<file path="src/rtl/cof_map.svh">
`ifndef COF_MAP_SVH
`define COF_MAP_SVH

// ----------------------------------------
// Port count and flag layout
// ----------------------------------------
`define COF_PORTS 26
`define COF_FLAG_RST 26'h0000000
`define COF_PAD_W 6

// ----------------------------------------
// Register indices (byte address is four times the index)
// ----------------------------------------
`define COF_IDX_RXPKT 6'h0e
`define COF_IDX_RXLEN 6'h0f
`define COF_IDX_TXPKT 6'h10
`define COF_IDX_STAT 6'h20
`define COF_IDX_MASK 6'h21

// ----------------------------------------
// Interrupt status and mask layout
// ----------------------------------------
`define COF_EV_W 3
`define COF_EV_RXPKT 0
`define COF_EV_RXLEN 1
`define COF_EV_TXPKT 2
`define COF_EV_RST 3'h0
`define COF_EV_PAD_W 29

// ----------------------------------------
// Bus widths and responses
// ----------------------------------------
`define COF_ADDR_W 8
`define COF_RESP_OKAY 2'h0
`define COF_RESP_SLVERR 2'h2

`endif

</file>
<file path="src/rtl/cof_pkg.sv">
`include "cof_map.svh"

package cof_pkg;

	// ----------------------------------------
	// Types
	// ----------------------------------------
	typedef logic [`COF_PORTS-1:0] cof_flags_t;
	typedef logic [`COF_EV_W-1:0] cof_ev_t;

	// Word index of a byte address; low two bits select a byte lane only.
	function automatic logic [5:0] cof_index(input logic [`COF_ADDR_W-1:0] addr);
		cof_index = addr[`COF_ADDR_W-1:2];
	endfunction

endpackage

</file>
<file path="src/rtl/cof_flag_bank.sv">
`timescale 1ns/1ps
`include "cof_map.svh"

module cof_flag_bank
	import cof_pkg::*;
(
	// Clock and reset.
	input wire logic clk,
	input wire logic srst,
	// Overflow pulses, one per port.
	input wire cof_flags_t ovf,
	// Clear pulse from a register read.
	input wire logic rd_clr,
	// Sticky flags and event indication.
	output cof_flags_t flags,
	output logic hit
);

	cof_flags_t flags_q;
	cof_flags_t flags_d;

	// A read clears the flags it returned; a pulse in the same cycle still lands, so no event is lost.
	always_comb begin
		flags_d = flags_q | ovf;
		if (rd_clr) begin
			flags_d = ovf;
		end
	end

	// Flag register, zero after reset.
	always_ff @(posedge clk) begin
		if (srst) begin
			flags_q <= `COF_FLAG_RST;
		end else begin
			flags_q <= flags_d;
		end
	end

	// Outputs.
	assign flags = flags_q;
	assign hit = |ovf;

endmodule

</file>
<file path="src/rtl/cof_top.sv">
`timescale 1ns/1ps
`include "cof_map.svh"

module cof_top
	import cof_pkg::*;
(
	// Clock and reset.
	input wire logic CLK,
	input wire logic SRST,
	// Counter overflow pulses, one bit per port.
	input wire cof_flags_t RX_PKT_OVF,
	input wire cof_flags_t RX_LEN_OVF,
	input wire cof_flags_t TX_PKT_OVF,
	// AXI4-Lite write address channel.
	input wire logic S_AXI_AWVALID,
	output logic S_AXI_AWREADY,
	input wire logic [`COF_ADDR_W-1:0] S_AXI_AWADDR,
	input wire logic [2:0] S_AXI_AWPROT,
	// AXI4-Lite write data channel.
	input wire logic S_AXI_WVALID,
	output logic S_AXI_WREADY,
	input wire logic [31:0] S_AXI_WDATA,
	input wire logic [3:0] S_AXI_WSTRB,
	// AXI4-Lite write response channel.
	output logic S_AXI_BVALID,
	input wire logic S_AXI_BREADY,
	output logic [1:0] S_AXI_BRESP,
	// AXI4-Lite read address channel.
	input wire logic S_AXI_ARVALID,
	output logic S_AXI_ARREADY,
	input wire logic [`COF_ADDR_W-1:0] S_AXI_ARADDR,
	input wire logic [2:0] S_AXI_ARPROT,
	// AXI4-Lite read data channel.
	output logic S_AXI_RVALID,
	input wire logic S_AXI_RREADY,
	output logic [31:0] S_AXI_RDATA,
	output logic [1:0] S_AXI_RRESP,
	// Interrupt.
	output logic IRQ
);

	// ----------------------------------------
	// Flag banks
	// ----------------------------------------
	cof_flags_t rx_flags;
	cof_flags_t len_flags;
	cof_flags_t tx_flags;
	logic rx_hit;
	logic len_hit;
	logic tx_hit;
	logic rd_rx;
	logic rd_len;
	logic rd_tx;
	logic rd_st;
	logic ar_hs;
	logic [5:0] ar_idx;

	// Read-clear strobes fire on the edge that captures the read data.
	assign ar_hs = S_AXI_ARVALID && S_AXI_ARREADY;
	assign ar_idx = cof_index(S_AXI_ARADDR);
	assign rd_rx = ar_hs && (ar_idx == `COF_IDX_RXPKT);
	assign rd_len = ar_hs && (ar_idx == `COF_IDX_RXLEN);
	assign rd_tx = ar_hs && (ar_idx == `COF_IDX_TXPKT);
	assign rd_st = ar_hs && (ar_idx == `COF_IDX_STAT);

	// Receive packet count overflow flags.
	cof_flag_bank u_rx (
		.clk(CLK),
		.srst(SRST),
		.ovf(RX_PKT_OVF),
		.rd_clr(rd_rx),
		.flags(rx_flags),
		.hit(rx_hit)
	);

	// Receive packet length count overflow flags.
	cof_flag_bank u_len (
		.clk(CLK),
		.srst(SRST),
		.ovf(RX_LEN_OVF),
		.rd_clr(rd_len),
		.flags(len_flags),
		.hit(len_hit)
	);

	// Transmit packet count overflow flags, all 26 ports alike.
	cof_flag_bank u_tx (
		.clk(CLK),
		.srst(SRST),
		.ovf(TX_PKT_OVF),
		.rd_clr(rd_tx),
		.flags(tx_flags),
		.hit(tx_hit)
	);

	// ----------------------------------------
	// Bus slave state
	// ----------------------------------------
	logic aw_held_q, aw_held_d;
	logic w_held_q, w_held_d;
	logic [`COF_ADDR_W-1:0] awaddr_q, awaddr_d;
	logic [31:0] wdata_q, wdata_d;
	logic [3:0] wstrb_q, wstrb_d;
	logic awready_q, awready_d;
	logic wready_q, wready_d;
	logic bvalid_q, bvalid_d;
	logic [1:0] bresp_q, bresp_d;
	logic arready_q, arready_d;
	logic rvalid_q, rvalid_d;
	logic [31:0] rdata_q, rdata_d;
	logic [1:0] rresp_q, rresp_d;
	cof_ev_t st_q, st_d;
	cof_ev_t mask_q, mask_d;
	logic irq_q, irq_d;
	logic do_wr;
	cof_ev_t ev;

	// Counter events for the interrupt status.
	assign ev = {tx_hit, len_hit, rx_hit};

	// Address and data are parked separately so either may arrive first; the write runs once both are in.
	always_comb begin
		aw_held_d = aw_held_q;
		w_held_d = w_held_q;
		awaddr_d = awaddr_q;
		wdata_d = wdata_q;
		wstrb_d = wstrb_q;
		bvalid_d = bvalid_q;
		bresp_d = bresp_q;
		mask_d = mask_q;
		do_wr = aw_held_q && w_held_q && !bvalid_q;
		if (S_AXI_AWVALID && awready_q) begin
			aw_held_d = 1'b1;
			awaddr_d = S_AXI_AWADDR;
		end
		if (S_AXI_WVALID && wready_q) begin
			w_held_d = 1'b1;
			wdata_d = S_AXI_WDATA;
			wstrb_d = S_AXI_WSTRB;
		end
		if (bvalid_q && S_AXI_BREADY) begin
			bvalid_d = 1'b0;
		end
		if (do_wr) begin
			aw_held_d = 1'b0;
			w_held_d = 1'b0;
			bvalid_d = 1'b1;
			bresp_d = `COF_RESP_OKAY;
			case (cof_index(awaddr_q))
				`COF_IDX_MASK: begin
					if (wstrb_q[0]) begin
						mask_d = wdata_q[`COF_EV_W-1:0];
					end
				end
				// Flag and status words are read-only; writes are accepted and dropped.
				`COF_IDX_RXPKT, `COF_IDX_RXLEN, `COF_IDX_TXPKT, `COF_IDX_STAT: begin
					bresp_d = `COF_RESP_OKAY;
				end
				default: begin
					bresp_d = `COF_RESP_SLVERR;
				end
			endcase
		end
		awready_d = !aw_held_d && !bvalid_d;
		wready_d = !w_held_d && !bvalid_d;
	end

	// Read channel: one read at a time, data registered on the same edge that takes the address.
	always_comb begin
		rvalid_d = rvalid_q;
		rdata_d = rdata_q;
		rresp_d = rresp_q;
		if (rvalid_q && S_AXI_RREADY) begin
			rvalid_d = 1'b0;
		end
		if (ar_hs) begin
			rvalid_d = 1'b1;
			rresp_d = `COF_RESP_OKAY;
			case (ar_idx)
				`COF_IDX_RXPKT: rdata_d = {{`COF_PAD_W{1'b0}}, rx_flags};
				`COF_IDX_RXLEN: rdata_d = {{`COF_PAD_W{1'b0}}, len_flags};
				`COF_IDX_TXPKT: rdata_d = {{`COF_PAD_W{1'b0}}, tx_flags};
				`COF_IDX_STAT: rdata_d = {{`COF_EV_PAD_W{1'b0}}, st_q};
				`COF_IDX_MASK: rdata_d = {{`COF_EV_PAD_W{1'b0}}, mask_q};
				default: begin
					rdata_d = 32'h00000000;
					rresp_d = `COF_RESP_SLVERR;
				end
			endcase
		end
		arready_d = !rvalid_d;
	end

	// Status is cleared by its own read, but a new event in that cycle survives.
	always_comb begin
		st_d = st_q | ev;
		if (rd_st) begin
			st_d = ev;
		end
		irq_d = |(st_d & mask_d);
	end

	// Registers of the bus slave and the interrupt logic.
	always_ff @(posedge CLK) begin
		if (SRST) begin
			aw_held_q <= 1'b0;
			w_held_q <= 1'b0;
			awaddr_q <= '0;
			wdata_q <= 32'h00000000;
			wstrb_q <= 4'h0;
			awready_q <= 1'b0;
			wready_q <= 1'b0;
			bvalid_q <= 1'b0;
			bresp_q <= `COF_RESP_OKAY;
			arready_q <= 1'b0;
			rvalid_q <= 1'b0;
			rdata_q <= 32'h00000000;
			rresp_q <= `COF_RESP_OKAY;
			st_q <= `COF_EV_RST;
			mask_q <= `COF_EV_RST;
			irq_q <= 1'b0;
		end else begin
			aw_held_q <= aw_held_d;
			w_held_q <= w_held_d;
			awaddr_q <= awaddr_d;
			wdata_q <= wdata_d;
			wstrb_q <= wstrb_d;
			awready_q <= awready_d;
			wready_q <= wready_d;
			bvalid_q <= bvalid_d;
			bresp_q <= bresp_d;
			arready_q <= arready_d;
			rvalid_q <= rvalid_d;
			rdata_q <= rdata_d;
			rresp_q <= rresp_d;
			st_q <= st_d;
			mask_q <= mask_d;
			irq_q <= irq_d;
		end
	end

	// Every output comes straight from a flop.
	assign S_AXI_AWREADY = awready_q;
	assign S_AXI_WREADY = wready_q;
	assign S_AXI_BVALID = bvalid_q;
	assign S_AXI_BRESP = bresp_q;
	assign S_AXI_ARREADY = arready_q;
	assign S_AXI_RVALID = rvalid_q;
	assign S_AXI_RDATA = rdata_q;
	assign S_AXI_RRESP = rresp_q;
	assign IRQ = irq_q;
endmodule

</file>
<file path="config.mk">
export PLATFORM = sky130hd
export DESIGN_NAME = cof_top
export DESIGN_NICKNAME = d
export VERILOG_FILES = /design/src/rtl/cof_pkg.sv /design/src/rtl/cof_flag_bank.sv /design/src/rtl/cof_top.sv
export VERILOG_INCLUDE_DIRS = /design/src /design/src/rtl
export SDC_FILE = /design/constraint.sdc
export NUM_CORES = 1
export LEC_CHECK = 0
export BUFFER_PORTS_ARGS = -buffer_cell sky130_fd_sc_hd__buf_2
export CORE_MARGIN = 3
export CORE_UTILIZATION = 53
export CTS_CLUSTER_SIZE = 10
export DETAILED_ROUTE_END_ITERATION = 10
export GPL_TIMING_DRIVEN = 0
export PLACE_DENSITY = 0.95
export SYNTH_ARGS = -nofsm -noshare
export SYNTH_HDL_FRONTEND = slang
export SYNTH_SLANG_ARGS = --single-unit
</file>
<file path="constraint.sdc">
create_clock -name CLK -period 5.4 [get_ports CLK]
set_input_delay 0.81 -clock CLK [delete_from_list [all_inputs] [get_ports CLK]]
set_output_delay 0.81 -clock CLK [all_outputs]
set_load 0.01 [all_outputs]
</file>
* Word level (Yosys, flattened, before mapping) *
Cells that the tools add are included.

operators by class
  equal/unequal tests = 10
  mux-type cells = 18
  bitwise gates (word level) = 5
  reduce and logical (&&, ||, !) cells = 24

operator list
  operator            count
  $pmux 26 s5         1
  $mux 26             3
  $or 26x26->26       3
  $reduce_or 26->1    3
  $eq 6x4->1 const B  4
  $eq 6x6->1 const B  4
  $logic_and 1x1->1   13
  $eq 6x5->1 const B  2
  $mux 3              4
  $reduce_or 5->1     2
  $mux 1              8
  $logic_not 1->1     5
  $mux 2              2
  $and 3x3->3         1
  $or 3x3->3          1
  $reduce_or 3->1     1

word-level totals
  register bits after elaboration = 140
  output and inout port bits = 42
  word-level logic and storage cells = 76

* Logic depth before layout (Yosys ltp) *
  word-level depth = 5
  mapped depth = 7
  depth with buffers taken out = 4

* By module *
A second synthesis with hierarchy kept.

second synthesis, totals
  cells, all modules = 545
  area total of the unflattened synthesis = 4815.9 um^2

by module, submodules not included
  module         times used  cells each  area each (um^2)  seq. area each (um^2)
  cof_flag_bank  3           93          835.8             520.5
  cof_top        1           266         2308.5            1041.0

* Least setup slack after synthesis *
No wires, ideal clock.

  path type = input port to flip-flop
  start = in S_AXI_ARADDR[3]
  end = reg irq_q (netlist: IRQ)
  data arrival time = 2.153 ns
  data required time = 5.261 ns
  setup slack = 3.109 ns
  stages on the path = 5
  path buffers = 1
  path through = buf_6 > or3_4 > or4_4 > a211oi_2 > o221ai_1

on the way
  cells in the longest elaborated chain, start to end = 5

ends and longest elaborated chain
  element               line            source
  start, declared       cof_top.sv:31   input wire logic [`COF_ADDR_W-1:0] S_AXI_ARADDR,
  $eq 6x6->1            -
  $logic_and 1x1->1     cof_top.sv:64   assign rd_st = ar_hs && (ar_idx == `COF_IDX_STAT);
  $mux 3                cof_top.sv:197  if (rd_st) begin
  $and 3x3->3           cof_top.sv:200  irq_d = |(st_d & mask_d);
  $reduce_or 3->1       cof_top.sv:200
  end signal, assigned  cof_top.sv:238  irq_q <= irq_d;
  end, declared         cof_top.sv:114  logic irq_q, irq_d;

Every way passes these cells.
A chain may end at the register's enable or synchronous reset.

* Worst setup path after layout *
  start = in S_AXI_ARADDR[3]
  end = reg u_tx.flags_q[9] (netlist: u_tx.flags[9])

on the way
  cells in the longest elaborated chain, start to end = 3

ends and longest elaborated chain
  element               line                 source
  $eq 6x5->1            -
  $logic_and 1x1->1     cof_top.sv:63        assign rd_tx = ar_hs && (ar_idx == `COF_IDX_TXPKT);
  $mux 26               cof_flag_bank.sv:25  if (rd_clr) begin
  end signal, assigned  cof_flag_bank.sv:33  flags_q <= `COF_FLAG_RST;
  end signal, assigned  cof_flag_bank.sv:35  flags_q <= flags_d;
  end, declared         cof_flag_bank.sv:19  cof_flags_t flags_q;

Every way passes these cells.

==> qor.txt <==
M1 GR Usage: 34.8%
Post-layout util: 71.6%
Met2 global-route usage: 49.9%
Final HPWL DP: 11,500 um
Max Clock Skew: 0.00646 ns
Worst skew pair latency: 0.52 ns
Max Slew Vio Count: 0
Die width: 104 um
I/O Pins: 185
Clk sinks: 130
Setup TNS: 0 ns
Drt pass-1 iters: 5
Flops & latches, synth: 130
Synth area leaders: dfxtp_1 52%, a21oi_1 9.2%, nor2_1 8.4%, mux2i_1 5.0%, a2bb2oi_1 4.0%
RSZ-0062 raised after global routing: no
Routed via count: 5,198
Tcrit/Tclk final: 42.7%
Final GP Congestion: 0.937
Syn Area/Cell: 8.82 um^2
Post-CTS sizing: 0
Synth top area share: 51.5%
Clk buf depth: 2
VDD IR-drop max: 256 uV
Syn Inst Count: 573
Crit path capture type: flop
Nets@finish: 873
Power per cell area: 364 nW/um^2
Root buffer cell: clkbuf_8
Main flop type after synthesis: dfxtp_1
Initial antenna violation count: 0
First-pass GRT wire length: 25,300 um
Worst-Margin Slew: 0.757 ns
Layout cells sized above 1: 23.9%
Area Overhead vs Synth: 27.2%
Adder-Cell Fraction of Synth Area: 0%
CTS tree: yes
Routed wire length: 16,000 um
Yosys warnings: 0
FFs w/ async S/R, synth: 0%
Vias per cell: 5.99
Post-CTS Setup Inserts: 0
DRC viols: 0
Largest net degree at the start of global routing: 17
WP data required: 5.79 ns
GR Overflow Total: 0
Largest family of logic cells by synthesized area: compound AO/OA/AOI/OAI gates
Slew headroom: 49.5%
Setup CP Type: in -> reg
Mapped Area: 5050 um^2
# diodes: 0
Hold Vio Cnt, Final: 0
Starting Density: 56.3%
Most frequent cell after synthesis: dfxtp_1
GRT Util Overall: 29.4%
Mux share of post-synthesis cell area: 4.95%
CP Max Fanout: 10
Synth top cells by count: 130 x dfxtp_1, 113 x nor2_1, 93 x a21oi_1
Setup violators final: 0
Max_cap viols: 0
Clk slew on worst S/H paths: 0.06 ns
Post-synth EDFFs: 0
XOR/XNOR Fraction of Synth Area: 0%
Final Instance Area: 6430 um^2
Placed cell areas: 5890 um^2
Minimum clock period: 2.31 ns
Iteration-0 DRC Markers: 455
Grt peak-use layer: met2
Post-CTS Hold Fix Bufs: 0
Status: finished clean
Cell taking the most area after synthesis: dfxtp_1
CTS HTree Levels: 4
Synth Area in Simple Gates: 18.9%
Met3 Track Usage GR: 8.52%
Total CTS buffers: 17
Post-synthesis sequential area ratio: 51.5%
Compound-gate portion of the synthesized area: 19.9%
Cell variety after synth: 41
Leakage dissipation: 2.72 nW
DRT antenna net count: 0
Mean routed wirelength per cell: 18.4 um
Core area: 8980 um^2
Worst Hold Class: reg -> reg
Die H: 104 um
Vias in the first global route: 5,161
Placed instance count: 837
Critical path data arrival time: 2.69 ns
Startpoint types: input port
Row Count: 34
Fmax achieved: 434 MHz
Port Buffers: 131
Final Non-Filler Cells: 868
Die ar.: 10,700 um^2
[critical path, cell delays in order]
cell,delay [ns]
buf_2,0.13
nor3_1,0.54
nand3_1,0.46
clkbuf_1,0.40
a21oi_1,0.29
nor2_1,0.07
[layer usage]
metal | share of wire [%] | up-vias
li1 | - | 2361
met1 | 37 | 2423
met2 | 49 | 351
met3 | 11 | 63
met4 | 3.6 | 0
met5 | 0 | -
[final cells by class]
cell class / count / area (um^2)
multi-input combinational: 399 / 2240
fill: 602 / 2550
timing repair buffer: 131 / 656
buffer: 47 / 220
clock buffer: 22 / 453
inverter: 4 / 15.0
clock inverter: 9 / 83.8
sequential: 130 / 2600
tap: 126 / 158
[metrics by stage]
stage / hold slack (ns) / worst slack, ns / total power [W]
after floorplan: 0.432 / 3.11 / 0.00120
after global placement: 0.442 / 2.70 / 0.00130
after detailed placement: 0.446 / 2.69 / 0.00131
after CTS: 0.454 / 3.16 / 0.00233
after global routing: 0.492 / 3.04 / 0.00241
final: 0.456 / 3.09 / 0.00234
[placed cells by master, fill, tap and decap left out, types with 2 or more instances in the layout]
master        n
nor2_1      113
nand2b_1      2
buf_4         8
a21oi_1      93
o21ai_0       4
nand4b_1      2
buf_1         2
clkinv_2      3
buf_2       136
nor2b_1       5
nand4_1       8
clkbuf_1     34
clkinvlp_4    4
nor3b_1       4
nand2_1      17
clkbuf_16    16
a2bb2oi_1    23
dfxtp_1     130
mux2i_1      25
and2_1        2
o41a_1        2
nor3_1        6
inv_1         4
clkbuf_8      3
nand3_1      21
a31oi_1       3
nor4_1       19
a21o_1        3
a211oi_1     23
conb_1        8
a221oi_1      3
[kinds of logic after synthesis]
| family | after synthesis |
|---|---|
| buffers and inverters | 51 |
| muxes | 25 |
| DFF | 130 |
| and+or+nand+nor | 206 |
| other | 1 |
| AOI/OAI and AO/OA | 160 |
[final timing paths]
check | start | end | slack [ns] | depth (start not counted)
worst max-delay path | S_AXI_ARADDR[3] | u_tx.flags[9] | 3.09 | 6
worst min-delay path | wdata_q[1] | wdata_q[1] | 0.46 | 2
worst min register to register | wdata_q[1] | wdata_q[1] | 0.46 | 2
worst max register to register | S_AXI_ARREADY | u_tx.flags[9] | 3.18 | 6
[report_power, final]
group / switching [W] / leakage [nW] / internal (W)
Sequential: 0.0000395 / 1.08 / 0.00102
Combinational: 0.000136 / 1.39 / 0.000103
Clock: 0.000405 / 0.253 / 0.000629
Total: 0.000581 / 2.72 / 0.00176
[state kept, by name, summed over array words and instances, names as in the netlist, 3 cells and up]
| name | flops |
|---|---|
| u_tx.flags | 26 |
| u_rx.flags | 26 |
| awaddr_q | 6 |
| wdata_q | 3 |
| st_q | 3 |
| mask_q | 3 |
| S_AXI_RDATA | 26 |
| u_len.flags | 26 |
No activity file was read; power rests on OpenSTA's default activity.
